**src/rtl/dscd_pkg.sv**
```systemverilog
/*
 * dscd_pkg: constants, state codes and decode helpers shared by the
 * serial command decoder and its word buffer.
 * assumes: one system clock domain; pins are synchronised by the user module.
 */
package dscd_pkg;

	localparam int WORD_BITS = 16;
	localparam int CNT_W     = 4;

	// field positions inside the command word
	localparam int TGT_HI_BIT = 15;
	localparam int SPEED_BIT  = 14;
	localparam int PWR_BIT    = 13;
	localparam int TGT_LO_BIT = 12;
	localparam int CODE_MSB   = 11;
	localparam int CODE_LSB   = 4;
	localparam int VREF_HI    = 1;
	localparam int VREF_LO    = 0;

	localparam logic [CNT_W-1:0] LAST_BIT_CNT = 4'hf;
	localparam logic [CNT_W-1:0] FIRST_CNT    = 4'h0;

	// target select codes {high, low}
	localparam logic [1:0] TGT_OUTPUT_CODE = 2'h0;
	localparam logic [1:0] TGT_CONTROL     = 2'h3;

	// reference field codes
	localparam logic [1:0] VREF_EXT_A    = 2'h0;
	localparam logic [1:0] VREF_INT_1V024 = 2'h1;
	localparam logic [1:0] VREF_INT_2V048 = 2'h2;
	localparam logic [1:0] VREF_EXT_B    = 2'h3;

	// values after reset
	localparam logic [7:0]  RST_CODE = 8'h00;
	localparam logic [1:0]  RST_VREF = 2'h0;
	localparam logic [15:0] RST_WORD = 16'h0000;

	// pin vector layout and idle levels {cs_n, frame_sync, din, sclk}
	localparam int         PIN_SCLK = 0;
	localparam int         PIN_DIN  = 1;
	localparam int         PIN_FS   = 2;
	localparam int         PIN_CS_N = 3;
	localparam logic [3:0] PIN_IDLE = 4'hc;

	localparam int BUF_DEPTH = 2;

	typedef enum logic [2:0] {
		ST_IDLE  = 3'b001,
		ST_SHIFT = 3'b010,
		ST_HOLD  = 3'b100
	} dscd_state_e;

	function automatic logic [1:0] word_target(input logic [15:0] w);
		return {w[TGT_HI_BIT], w[TGT_LO_BIT]};
	endfunction

	function automatic logic vref_is_external(input logic [1:0] r);
		return (r == VREF_EXT_A) || (r == VREF_EXT_B);
	endfunction

endpackage

```
**src/rtl/dscd_buf.sv**
```systemverilog
/*
 * dscd_buf: small ring buffer with valid/ready on both sides.
 * assumes: producer and consumer on sys_clk; clk_en low freezes it.
 */
`timescale 1ns/1ps
module dscd_buf import dscd_pkg::*; #(
	parameter int WIDTH = WORD_BITS,
	parameter int DEPTH = BUF_DEPTH
) (
	input  wire logic             sys_clk,
	input  wire logic             rst,
	input  wire logic             clk_en,
	input  wire logic             in_valid,
	output logic                  in_ready,
	input  wire logic [WIDTH-1:0] in_data,
	output logic                  out_valid,
	input  wire logic             out_ready,
	output logic      [WIDTH-1:0] out_data
);
	localparam int PW = (DEPTH > 1) ? $clog2(DEPTH) : 1;

	// refused at elaboration: the pointers wrap by plain overflow
	if (DEPTH < 2 || (DEPTH & (DEPTH - 1)) != 0 || WIDTH < 1) begin : g_bad_params
		$error("dscd_buf: DEPTH must be a power of two >= 2");
	end

	logic [WIDTH-1:0] mem_reg  [DEPTH];
	logic [WIDTH-1:0] mem_next [DEPTH];
	logic [PW-1:0]    wptr_reg, wptr_next;
	logic [PW-1:0]    rptr_reg, rptr_next;
	logic [PW:0]      cnt_reg,  cnt_next;
	logic             push, pop;

	assign in_ready  = (cnt_reg != (PW+1)'(DEPTH));
	assign out_valid = (cnt_reg != '0);
	assign out_data  = mem_reg[rptr_reg];

	always_comb begin
		push      = in_valid & in_ready & clk_en;
		pop       = out_valid & out_ready & clk_en;
		mem_next  = mem_reg;
		wptr_next = wptr_reg;
		rptr_next = rptr_reg;
		cnt_next  = cnt_reg;
		if (push) begin
			mem_next[wptr_reg] = in_data;
			wptr_next          = wptr_reg + 1'b1;
		end
		if (pop)
			rptr_next = rptr_reg + 1'b1;
		if (push && !pop)
			cnt_next = cnt_reg + 1'b1;
		else if (pop && !push)
			cnt_next = cnt_reg - 1'b1;
	end

	always_ff @(posedge sys_clk) begin
		if (rst) begin
			for (int i = 0; i < DEPTH; i++)
				mem_reg[i] <= '0;
			wptr_reg <= '0;
			rptr_reg <= '0;
			cnt_reg  <= '0;
		end else begin
			mem_reg  <= mem_next;
			wptr_reg <= wptr_next;
			rptr_reg <= rptr_next;
			cnt_reg  <= cnt_next;
		end
	end

endmodule // dscd_buf

```
**src/rtl/dscd_top.sv**
```systemverilog
/*
 * dscd_top: serial command decoder of an 8-bit voltage-output converter.
 * Samples the four serial pins, assembles 16-bit command words, buffers
 * them and applies them to the output code, speed, power and reference
 * settings.
 * assumes: pins are asynchronous to sys_clk and the serial clock is at
 * most about a quarter of sys_clk; the analog side accepts settings via
 * apply_ready.
 */
`timescale 1ns/1ps
module dscd_top import dscd_pkg::*; (
	input  wire logic       sys_clk,
	input  wire logic       rst,
	input  wire logic       clk_en,
	input  wire logic       sclk_pin,
	input  wire logic       din_pin,
	input  wire logic       frame_sync_pin,
	input  wire logic       cs_n_pin,
	input  wire logic       apply_ready,
	output logic      [7:0] dac_code,
	output logic            speed_fast,
	output logic            power_down,
	output logic      [1:0] vref_sel,
	output logic            vref_external,
	output logic            vref_int_1v024,
	output logic            vref_int_2v048,
	output logic            update_pulse,
	output logic            reserved_pulse,
	output logic            word_waiting
);

	// pin synchronisers: s1 feeds s2 only; a change counts when s2 and s3 agree
	logic [3:0] s1_reg, s1_next;
	logic [3:0] s2_reg, s2_next;
	logic [3:0] s3_reg, s3_next;
	logic [3:0] lvl_reg, lvl_next;
	logic [3:0] agree, pin_rise, pin_fall;

	always_comb begin
		s1_next  = {cs_n_pin, frame_sync_pin, din_pin, sclk_pin};
		s2_next  = s1_reg;
		s3_next  = s2_reg;
		agree    = ~(s2_reg ^ s3_reg);
		lvl_next = (agree & s3_reg) | (~agree & lvl_reg);
		pin_rise = agree & s3_reg & ~lvl_reg;
		pin_fall = agree & ~s3_reg & lvl_reg;
	end

	always_ff @(posedge sys_clk) begin
		if (rst) begin
			s1_reg  <= PIN_IDLE;
			s2_reg  <= PIN_IDLE;
			s3_reg  <= PIN_IDLE;
			lvl_reg <= PIN_IDLE;
		end else if (clk_en) begin
			s1_reg  <= s1_next;
			s2_reg  <= s2_next;
			s3_reg  <= s3_next;
			lvl_reg <= lvl_next;
		end
	end

	logic sclk_rise, sclk_fall, fs_rise, fs_fall, cs_low, din_bit;

	assign sclk_rise = pin_rise[PIN_SCLK];
	assign sclk_fall = pin_fall[PIN_SCLK];
	assign fs_rise   = pin_rise[PIN_FS];
	assign fs_fall   = pin_fall[PIN_FS];
	assign cs_low    = ~lvl_reg[PIN_CS_N];
	assign din_bit   = lvl_next[PIN_DIN];

	// word assembly
	dscd_state_e       state_reg, state_next;
	logic [CNT_W-1:0]  cnt_reg, cnt_next;
	logic [15:0]       shift_reg, shift_next;
	logic              fire_reg, fire_next;
	logic              push;
	logic              buf_in_ready;

	always_comb begin
		state_next = state_reg;
		cnt_next   = cnt_reg;
		shift_next = shift_reg;
		fire_next  = fire_reg;
		push       = 1'b0;
		unique case (state_reg)
			ST_IDLE: begin
				if (fs_fall && cs_low) begin
					state_next = ST_SHIFT;
					cnt_next   = FIRST_CNT;
					shift_next = RST_WORD;
					fire_next  = 1'b0;
				end
			end
			ST_SHIFT: begin
				if (!cs_low) begin
					state_next = ST_IDLE;
				end else if (sclk_fall) begin
					shift_next = {shift_reg[14:0], din_bit};
					cnt_next   = cnt_reg + 1'b1;
					if (cnt_reg == LAST_BIT_CNT)
						state_next = ST_HOLD;
				end else if (fs_rise) begin
					// early end of frame: move what has arrived
					state_next = (cnt_reg == FIRST_CNT) ? ST_IDLE : ST_HOLD;
					fire_next  = 1'b1;
				end
			end
			ST_HOLD: begin
				// a deselect also releases the word so that it is never lost
				if (fire_reg || sclk_rise || fs_rise || !cs_low) begin
					fire_next = 1'b1;
					if (buf_in_ready) begin
						push       = 1'b1;
						state_next = ST_IDLE;
						fire_next  = 1'b0;
					end
				end
			end
			default: begin
				state_next = ST_IDLE;
				fire_next  = 1'b0;
			end
		endcase
	end

	always_ff @(posedge sys_clk) begin
		if (rst) begin
			state_reg <= ST_IDLE;
			cnt_reg   <= FIRST_CNT;
			shift_reg <= RST_WORD;
			fire_reg  <= 1'b0;
		end else if (clk_en) begin
			state_reg <= state_next;
			cnt_reg   <= cnt_next;
			shift_reg <= shift_next;
			fire_reg  <= fire_next;
		end
	end

	// two words of slack: a stalled analog side holds the shifter in hold
	logic        buf_out_valid;
	logic [15:0] buf_out_data;

	dscd_buf #(
		.WIDTH (WORD_BITS),
		.DEPTH (BUF_DEPTH)
	) u_buf (
		.sys_clk   (sys_clk),
		.rst       (rst),
		.clk_en    (clk_en),
		.in_valid  (push),
		.in_ready  (buf_in_ready),
		.in_data   (shift_reg),
		.out_valid (buf_out_valid),
		.out_ready (apply_ready),
		.out_data  (buf_out_data)
	);

	// setting latches
	logic        apply;
	logic [1:0]  target;
	logic [7:0]  code_reg, code_next;
	logic [1:0]  vref_reg, vref_next;
	logic        speed_reg, speed_next;
	logic        pwr_reg, pwr_next;
	logic        ext_reg, ext_next;
	logic        i1_reg, i1_next;
	logic        i2_reg, i2_next;
	logic        upd_reg, upd_next;
	logic        rsv_reg, rsv_next;

	assign apply  = buf_out_valid & apply_ready & clk_en;
	assign target = word_target(buf_out_data);

	always_comb begin
		code_next  = code_reg;
		vref_next  = vref_reg;
		speed_next = speed_reg;
		pwr_next   = pwr_reg;
		upd_next   = 1'b0;
		rsv_next   = 1'b0;
		if (apply) begin
			speed_next = buf_out_data[SPEED_BIT];
			pwr_next   = buf_out_data[PWR_BIT];
			upd_next   = 1'b1;
			unique case (target)
				TGT_OUTPUT_CODE: code_next = buf_out_data[CODE_MSB:CODE_LSB];
				TGT_CONTROL:     vref_next = buf_out_data[VREF_HI:VREF_LO];
				default:         rsv_next  = 1'b1;
			endcase
		end
		ext_next = vref_is_external(vref_next);
		i1_next  = (vref_next == VREF_INT_1V024);
		i2_next  = (vref_next == VREF_INT_2V048);
	end

	always_ff @(posedge sys_clk) begin
		if (rst) begin
			code_reg  <= RST_CODE;
			vref_reg  <= RST_VREF;
			speed_reg <= 1'b0;
			pwr_reg   <= 1'b0;
			ext_reg   <= 1'b1;
			i1_reg    <= 1'b0;
			i2_reg    <= 1'b0;
			upd_reg   <= 1'b0;
			rsv_reg   <= 1'b0;
		end else if (clk_en) begin
			code_reg  <= code_next;
			vref_reg  <= vref_next;
			speed_reg <= speed_next;
			pwr_reg   <= pwr_next;
			ext_reg   <= ext_next;
			i1_reg    <= i1_next;
			i2_reg    <= i2_next;
			upd_reg   <= upd_next;
			rsv_reg   <= rsv_next;
		end
	end

	assign dac_code       = code_reg;
	assign speed_fast     = speed_reg;
	assign power_down     = pwr_reg;
	assign vref_sel       = vref_reg;
	assign vref_external  = ext_reg;
	assign vref_int_1v024 = i1_reg;
	assign vref_int_2v048 = i2_reg;
	assign update_pulse   = upd_reg;
	assign reserved_pulse = rsv_reg;
	assign word_waiting   = buf_out_valid;
endmodule // dscd_top
```
**config.mk**
```make
export PLATFORM = sky130hd
export DESIGN_NAME = dscd_top
export DESIGN_NICKNAME = d
export VERILOG_FILES = /design/src/rtl/dscd_pkg.sv /design/src/rtl/dscd_buf.sv /design/src/rtl/dscd_top.sv
export SDC_FILE = /design/constraint.sdc
export NUM_CORES = 1
export LEC_CHECK = 0
export BUFFER_PORTS_ARGS = -buffer_cell sky130_fd_sc_hd__buf_2
export CORE_MARGIN = 2
export CORE_UTILIZATION = 40
export CTS_BUF_LIST = sky130_fd_sc_hd__clkbuf_8
export CTS_CLUSTER_SIZE = 40
export DETAILED_ROUTE_END_ITERATION = 10
export GPL_TIMING_DRIVEN = 0
export REMOVE_ABC_BUFFERS = 1
export SYNTH_ARGS = -nofsm -noshare
export SYNTH_HDL_FRONTEND = slang
export SYNTH_SLANG_ARGS = --single-unit
```
**constraint.sdc**
```tcl
create_clock -name sys_clk -period 6.37 [get_ports sys_clk]
set_input_delay 0.637 -clock sys_clk [delete_from_list [all_inputs] [get_ports sys_clk]]
set_output_delay 0.637 -clock sys_clk [all_outputs]
set_load 0.1 [all_outputs]
```
After elaboration in Yosys (flattened, before gate mapping):

Index checks and enable logic that the tools add are counted.

* output and inout port bits: 18
* register bits: 93
* word-level logic and storage cells: 128
* bits of input ports: 8

* bitwise gates (word level): 18
* order comparisons: 3
* $add $sub $neg: 5
* equal/unequal tests: 18
* muxes and demuxes: 40
* reduce and logical (&&, ||, !) cells: 22

Operators with widths (number)
* $mux 16: 7
* $bwmux 32: 1
* $pmux 16 s2: 1
* $mux 3: 8
* $demux 16 s1: 1
* $ne 2x2->1 const B: 7
* $mux 1: 12
* $mux 4: 3
* $reduce_and 6->1: 2
* $and 3x3->3: 3
* $pmux 3 s3: 1
* $and 4x4->4: 2
* $mux 2: 4
* $ne 4x4->1 const B: 2
* $not 4->4: 2
* $pmux 4 s2: 1
* $eq 2x2->1 const B: 3
* $not 3->3: 2
* $reduce_bool 2->1: 3
* $reduce_and 5->1: 1
* $add 4x1->4 const B: 1
* $and 1x1->1: 4
* $eq 4x4->1 const B: 1
* $ge 2x2->1 const B: 2
* 22 further kinds: 32

Depth between registers and ports, before layout:

Gate-level depths: netlist of run 1.

* word-level depth: 15
* gate-level depth with buffers: 12
* depth with buffers taken out: 10

Modules after synthesis:

From an unflattened synthesis of run 1, not the netlist that was laid out.

* cells, all modules: 426
* area, all modules: 4093.9 um^2

Modules (own cells, without submodules)
* dscd_top: seq. area each 1141.1 um^2, instances 1, cells each 262, area an instance 2383.5 um^2
* dscd_buf: seq. area each 720.7 um^2, instances 1, cells each 164, area an instance 1710.4 um^2

Worst setup path before layout of run 1:

Ideal clock, no wire load.

* path type: register to register
* start: register u_buf.rptr_reg
* end: register ext_reg, in the netlist vref_external
* data arrival time: 2189 ps
* stages on the path, launching flop included: 13
* buffers on the path: 2
* required time: 6241 ps
* clock period less this slack: 2319 ps
* setup slack: 4051 ps
* setup time: 129 ps
* cell sequence: dfxtp_1 clkbuf_1 buf_2 mux2i_1 inv_1 ha_1 nand2_1 nor2_1 a21oi_1 inv_1 ha_1 mux2i_1 nand2_1

* cells in the longest elaborated chain, start to end: 9
* elaborated cells on any way between the ends: 10
* those cells by class: 2 x eq/ne; 5 x mux; 1 x bitwise; 2 x reduce/logical

RTL lines
* start: declaration: line dscd_buf.sv:30 `logic [PW-1:0] rptr_reg, rptr_next;`
* start signal: assignment: line dscd_buf.sv:67 `rptr_reg <= rptr_next;`
* $not 1->2 (implied by the code) *: line dscd_buf.sv:36 `assign out_data = mem_reg[rptr_reg];`
* $mux 16 (implied by the code) * (3 in a row): line dscd_buf.sv:36
* $eq 2x2->1: line dscd_top.sv:187 `unique case (target)`
* $mux 2 *: line dscd_top.sv:187
* $mux 2 *: line dscd_top.sv:183 `if (apply) begin`
* named net vref_next[1]: line dscd_top.sv:164 `logic [1:0] vref_reg, vref_next;`
* $eq 2x2->1 / $logic_not 2->1 (equally long branches): line dscd_pkg.sv:59 `return (r == VREF_EXT_A) || (r == VREF_EXT_B);`
* $logic_or 1x1->1 *: line dscd_pkg.sv:59
* named net ext_next: line dscd_top.sv:167 `logic ext_reg, ext_next;`
* end signal: assignment: line dscd_top.sv:214 `ext_reg <= ext_next;`
* end: declaration: line dscd_top.sv:167

Mark *: on every way through the listed nets, which the timed path passes. The rest lies on a longest branch. The select of a mux whose other input is x is not followed.
A chain may end at the register's enable or synchronous reset.

Final worst setup path of run 1:

Same ends and word-level chain as after synthesis.

==> metrics.md, run 1 <==
| Metric | Value |
|---|---|
| Post-CTS Hold Buffers | 0 |
| Top cells by count, synth | dfxtp_1 (89), nor2_1 (65), mux2i_1 (54) |
| Clk buf depth | 2 |
| Syn Area/Cell | 9.43 um2 |
| Vias per cell | 5.07 |
| Die height | 101 um |
| GP Congestion | 0.769 |
| Worst Setup End Kind | flop |
| Post-DP Area | 0.00391 mm2 |
| Leading area contributor after synthesis | dfxtp_1 |
| # Max-Cap Violations | 0 |
| DR pass1 iterations | 4 |
| Highest routed layer | met4 |
| Routed length on met1 | 3470 um |
| R2R setup slack | 3630 ps |
| DRC violations left | 0 |
| Ant. Diodes | 0 |
| Clk root buf | clkbuf_8 |
| Pwr Density | about 240 mW/mm2 |
| Ports | 26 |
| Worst r2r path cells | 10 |
| CP endpoint | vref_external |
| Yosys reg bits | 89 |
| Routed vias | 2,675 |
| Row Count | 35 |
| Final worst-path cycle share | 0.430 |
| Area of the mapped netlist | 0.00377 mm2 |
| Port-buffer cells | 25 |
| DR iter-0 viols | 102 |
| Final core utilization | 0.447 |
| Clk_skew | 13.1 ps |
| Min Tclk post-route | ~2700 ps |
| Gr usage total | 0.152 |
| Crit start category | flop |
| CTS H-tree depth | 3 |
| Die width | about 100 um |
| Final Net Count | 431 |
| Worst setup path category | reg2reg |
| Post-layout power | 994 uW |
| Max VDD drop | approximately 0.00011 V |
| Status | finished clean |
| Count of cell types in the netlist | 45 |
| CP Launch Point | u_buf.rptr_reg |
| Sequential share of the synthesized area | 0.472 |
| Final instance area | 0.00411 mm2 |
| Share of layout cells above drive strength 1 | 0.118 |
| TritonCTS Buffers | 9 |
| FF-to-FF End | vref_external |
| Dominant synthesized flop cell | dfxtp_1 |
| Fmax | 0.365 GHz |
| Setup TNS | 0 ps |
| Max reg flops | 28 |
| Worst endpoint required time | 6610 ps |
| Die ar. | 0.0102 mm2 |
| Clk sinks | slightly below 90 |
| Worst r2r src | u_buf.rptr_reg |
| Slew Limit Fails | 0 |
| First-pass GRT wire length | approximately 12,000 um |
| DP Wirelength | 4470 um |
| Clock latency on the worst-skew pair | 360 ps |
| Grt ovf | 0 |
| Final wirelength | 7000 um |
| Worst min path class | reg2reg |
| RSZ-0062 raised after global routing | false |
| Initial core utilization | 0.410 |
| Crit path DAT | 2990 ps |
| Most numerous cell in the Yosys netlist | dfxtp_1 |
| Final setup viols | 0 |
| Crit-path max FO | 15 |
| Number of global-route vias before repair | 2,659 |
| Slowest cell delay on critical path | between 900 and 1000 ps |
| Post-synth top area share | 0.472 |
| Syn-to-layout area delta | 8.89% |
| CTS tree | built |
| Postcts setup bufs | 0 |
| Cells after Synth | 400 |
| Remaining antenna violation count | 0 |
| Initial antenna violation count | 0 |
| Core area | 0.00920 mm2 |
| Worst-path clk slew | 100 ps |
| Met3 WL | 206 um |
| Worst-Margin Slew | 1130 ps |
| Leak | 1.55 nW |
| Synth warn | 0 |
| Synth top area cells | dfxtp_1 (47%), mux2i_1 (14%), nor2_1 (6.5%) |
| Rel. slew slack | 0.249 |
| Critical-path cell list | mux2i_1 -> inv_1 -> ha_1 -> nand2_1 -> nor2_1 -> a21oi_1 -> inv_1 -> ha_1 -> mux2i_1 -> nand2_1 |
| Final Hold Fails | 0 |
| Metal2 WL | between 3000 and 4000 um |
| Largest net degree at the start of global routing | 62 |
| Async S/R FF share, synth | 0 |
| Slowest-stage cell, CP | dfxtp_1 |
| Post-synth EDFFs | 0 |
| Post-CTS resize count | 0 |
| Wire per inst | roughly 13 um |
-- worst max-delay path, delay by kind of cell (launching register included) --
kind	cells	cell delay, ps
adders and majority gates	2	480
and+or+nand+nor	3	280
muxes	2	480
AOI/OAI and AO/OA	1	270
buffers and inverters	2	150
DFF	1	960
-- cells by family after synthesis --
family,share of synthesized area
and+or+nand+nor,0.177
DFF,0.472
AOI/OAI and AO/OA,0.102
muxes,0.143
buffers and inverters,0.0534
adders and majority gates,0.0365
xor gates and xnor gates,0.0163
-- placed cells by master (no fill, tap or decap), types with 2 or more instances in the layout --
| master | count |
|---|---|
| dfxtp_1 | 89 |
| nor2_1 | 65 |
| mux2i_1 | 54 |
| nand2_1 | 30 |
| a21oi_1 | 28 |
| buf_2 | 25 |
| nand3_1 | 17 |
| inv_1 | 16 |
| a211oi_1 | 11 |
| ha_1 | 11 |
| clkbuf_8 | 9 |
| o21ai_0 | 8 |
| nand2b_1 | 5 |
| o211ai_1 | 5 |
| xor2_1 | 4 |
| and2_1 | 3 |
| xnor2_1 | 3 |
| nor3b_1 | 2 |
| or3_1 | 2 |
| nand4b_1 | 2 |
| inv_6 | 2 |
| clkinvlp_4 | 2 |
-- report_power, final --
group          internal, mW  switching (mW)  total (mW)
clock                 0.185           0.212       0.397
combinational        0.0101          0.0217      0.0318
sequential            0.561         0.00450       0.566
total                 0.757           0.238       0.994
-- final cells by class --
type | count | area (um2)
well taps | 111 | 139
flip-flops and latches | 89 | 1780
clock buffers | 9 | 124
multi-input cells | 271 | 1790
clock inverters | 7 | 77.6
inverters | 15 | 56.3
fillers | 922 | 5090
repair buffers | 26 | 140
-- how the worst min path moves through the flow --
stage	depth (start not counted)	startpoint	endpoint	slack, ps
after floorplan	2	u_buf.mem_reg[0]	u_buf.mem_reg[0]	430
after global placement	2	u_buf.mem_reg[14]	u_buf.mem_reg[14]	440
after detailed placement	2	u_buf.mem_reg[9]	u_buf.mem_reg[9]	450
after CTS	2	u_buf.mem_reg[9]	u_buf.mem_reg[9]	460
after global routing	2	u_buf.mem_reg[0]	u_buf.mem_reg[0]	480
final	2	u_buf.mem_reg[7]	u_buf.mem_reg[7]	460
-- per-layer routing --
| metal | track usage | up-vias |
|---|---|---|
| met5 | 0 | - |
| met4 | 0.0748 | 0 |
| met3 | 0.0305 | 10 |
| met2 | 0.241 | 32 |
| met1 | 0.197 | 1247 |
| li1 | - | 1386 |
-- stage by stage --
step | instances | setup WS (ps) | hold WS [ps]
3_3_place_gp | 511 | 2910 | 442
3_5_place_dp | 512 | 3360 | 446
2_1_floorplan | 375 | 3990 | 430
4_1_cts | 528 | 3600 | 460
5_1_grt | 528 | 3430 | 483
6_report | 528 | 3630 | 459
Power figures use the tool's default switching activity.
==> run 2: changes to the inputs <==
clock period = 2.41 ns   (was 6.37 ns; I/O delays follow)
==> run 2 against run 1 <==
  * Setup slack worse by 3400 ps
  * Core utilization is 0.75 points higher
  * Clock skew hardly changed
  * Maximum frequency is 26% higher
  * Critical path depth is 4 lower
  * Register-to-register slack worse by 3400 ps
  * Clock-buffer cell count stayed put
  * Largest cell class unchanged
  * Largest power group unchanged
==> metrics.md, run 2 (same netlist as run 1, synthesis figures left out) <==
| Metric | Value |
|---|---|
| Status | finished clean (unchanged) |
| TritonCTS Buffers | 9 (unchanged) |
| Initial antenna violation count | 0 (unchanged) |
| Leak | 1.59 nW (was 1.55 nW) |
| Final Net Count | 439 (was 431) |
| Wire per inst | 13.2 um (was 13.3 um) |
| Clk_skew | 13.4 ps (was 13.1 ps) |
| # Max-Cap Violations | 0 (unchanged) |
| Filler cell count | 923 (was 922) |
| Die height | 101 um (unchanged) |
| Crit-path max FO | 14 (was 15) |
| Final setup viols | 0 (unchanged) |
| Die ar. | 0.0102 mm2 (unchanged) |
| Remaining antenna violation count | 0 (unchanged) |
| Final instance area | 0.00418 mm2 (was 0.00411 mm2) |
| Max VDD drop | 0.000296 V (was 0.000112 V) |
| CTS tree | built (unchanged) |
| Core area | 0.00920 mm2 (unchanged) |
| Worst min path class | in2reg (was reg2reg) |
| Rel. slew slack | 0.258 (was 0.249) |
| First-pass GRT wire length | 12,400 um (was 12,300 um) |
| Worst hold slack | 88.0 ps (was 459 ps) |
| CTS H-tree depth | 3 (unchanged) |
| Critical-path cell list | ha_1 -> nand2b_1 -> and3_2 -> nor3_4 -> mux2i_1 -> nor2_1 (was mux2i_1 -> inv_1 -> ha_1 -> nand2_1 -> nor2_1 -> a21oi_1 -> inv_1 -> ha_1 -> mux2i_1 -> nand2_1) |
| Commonest non-fill, non-tap cell in the layout | dfxtp_1 (unchanged) |
| Largest net degree at the start of global routing | 62 (unchanged) |
| Gr usage total | 0.153 (was 0.152) |
| Fmax | 0.461 GHz (was 0.365 GHz) |
| Slowest cell delay on critical path | 790 ps (was 960 ps) |
| Pwr Density | 630 mW/mm2 (was 242 mW/mm2) |
| Commonest non-fill, non-tap cells in the layout | dfxtp_1 (88), nor2_1 (65), mux2i_1 (54), nand2_1 (30), a21oi_1 (28) (was dfxtp_1 (89), nor2_1 (65), mux2i_1 (54), nand2_1 (30), a21oi_1 (28)) |
| Post-CTS Hold Buffers | 0 (unchanged) |
| Slowest-stage cell, CP | nor3_4 (was dfxtp_1) |
| Crit start category | flop (unchanged) |
| Worst min-delay path startpoint | cs_n_pin (was u_buf.mem_reg[7]) |
| Post-layout power | 2.63 mW (was 994 uW) |
| Max reg flops | 28 (unchanged) |
| Slew Limit Fails | 0 (unchanged) |
| Vias per cell | 5.08 (was 5.07) |
| Ports | 26 (unchanged) |
| Worst-Margin Slew | 1110 ps (was 1130 ps) |
| Worst setup path category | reg2reg (unchanged) |
| Worst-path clk slew | 100 ps (about the same) |
| DR iter-0 viols | 96 (was 102) |
| Post-DP Area | 0.00391 mm2 (unchanged) |
| Worst r2r path cells | 6 (was 10) |
| Final wirelength | 7090 um (was 7000 um) |
| Share of layout cells above drive strength 1 | 0.136 (was 0.118) |
| Worst Setup End Kind | flop (unchanged) |
| WHS Endpoint | s1_reg[3] (was u_buf.mem_reg[7]) |
| Clk sinks | 89 (unchanged) |
| Ant. Diodes | 0 (unchanged) |
| GP Congestion | 0.769 (unchanged) |
| Hold Path Stages | 3 (was 2) |
| Min Tclk post-route | 2170 ps (was 2740 ps) |
| DR pass1 iterations | 4 (unchanged) |
| Worst r2r src | s2_reg[2] (was u_buf.rptr_reg) |
| Number of global-route vias before repair | 2,666 (was 2,659) |
| Routed vias | 2,723 (was 2,675) |
| Port-buffer cells | 25 (unchanged) |
| Crit path DAT | 2390 ps (was 2990 ps) |
| Grt ovf | 0 (unchanged) |
| RSZ-0062 raised after global routing | false (unchanged) |
| DRC violations left | 0 (unchanged) |
| Row Count | 35 (unchanged) |
| Final worst-path cycle share | 0.900 (was 0.430) |
| Worst endpoint required time | 2630 ps (was 6610 ps) |
| Syn-to-layout area delta | 10.7% (was 8.89%) |
| Initial core utilization | 0.410 (unchanged) |
| Die width | 101 um (unchanged) |
| DP Wirelength | 4470 um (unchanged) |
| Final Hold Fails | 0 (unchanged) |
| Clk root buf | clkbuf_8 (unchanged) |
| FF-to-FF End | u_buf.mem_reg[24] (was vref_external) |
| Clock latency on the worst-skew pair | 360 ps (about the same) |
| R2R setup slack | 240 ps (was 3630 ps) |
| Clk buf depth | 2 (unchanged) |
## run 2: report_power, final
part | switching (mW) | internal, mW | total [mW]
registers | 0.0119 | 1.48 | 1.49
clock network | 0.561 | 0.490 | 1.05
logic | 0.0572 | 0.0267 | 0.0840
## run 2: layout make-up
cell class	instances	area (um2)	area share
clock inverter	7	77.6	0.0186
clock buffer	9	124	0.0297
multi-input combinational	271	1790	0.429
timing repair buffer	34	200	0.0479
inverter	15	56.3	0.0135
sequential	89	1790	0.428
tap	111	139	0.0333
## run 2: worst max path at each step
| stage | end | slack (ps) | from |
|---|---|---|---|
| after global placement | cnt_reg[3] | -650 | clk_en |
| after detailed placement | vref_external | -340 | u_buf.rptr_reg |
| after CTS | vref_external | 120 | u_buf.rptr_reg |
| after global routing | u_buf.mem_reg[21] | 20 | state_reg[2] |
| final | u_buf.mem_reg[24] | 240 | s2_reg[2] |
| after floorplan | cnt_reg[3] | 30 | s3_reg[2] |
## run 2: metal layers
layer | up-vias | global-route usage | part of all wire
li1 | 1399 | - | -
met1 | 1285 | 0.197 | 0.50
met2 | 29 | 0.247 | 0.45
met3 | 10 | 0.0305 | 0.024
met4 | 0 | 0.0738 | 0.022
met5 | - | 0 | 0
## run 2: repair_timing
action,in CTS,in global routing
setup endpoints to repair,6,3
setup buffers,1,7
gates resized for setup,3,0
pin swaps,1,1
## run 2: worst max-delay path: cells and delay by family (launching register included)
kind / cells / cell delay [ps]
simple gates: 4 / 1210
flops: 1 / 370
mux: 1 / 290
fa+ha+maj: 1 / 160
## run 2: metrics by stage
stage	setup TNS [ps]	setup WS [ps]	instances	util
final	0	242	536	0.454
after global routing	0	16.8	536	0.454
after CTS	0	120	529	0.448
after detailed placement	-3490	-340	512	0.425
after global placement	-11380	-653	511	0.423
after floorplan	0	30.0	375	-
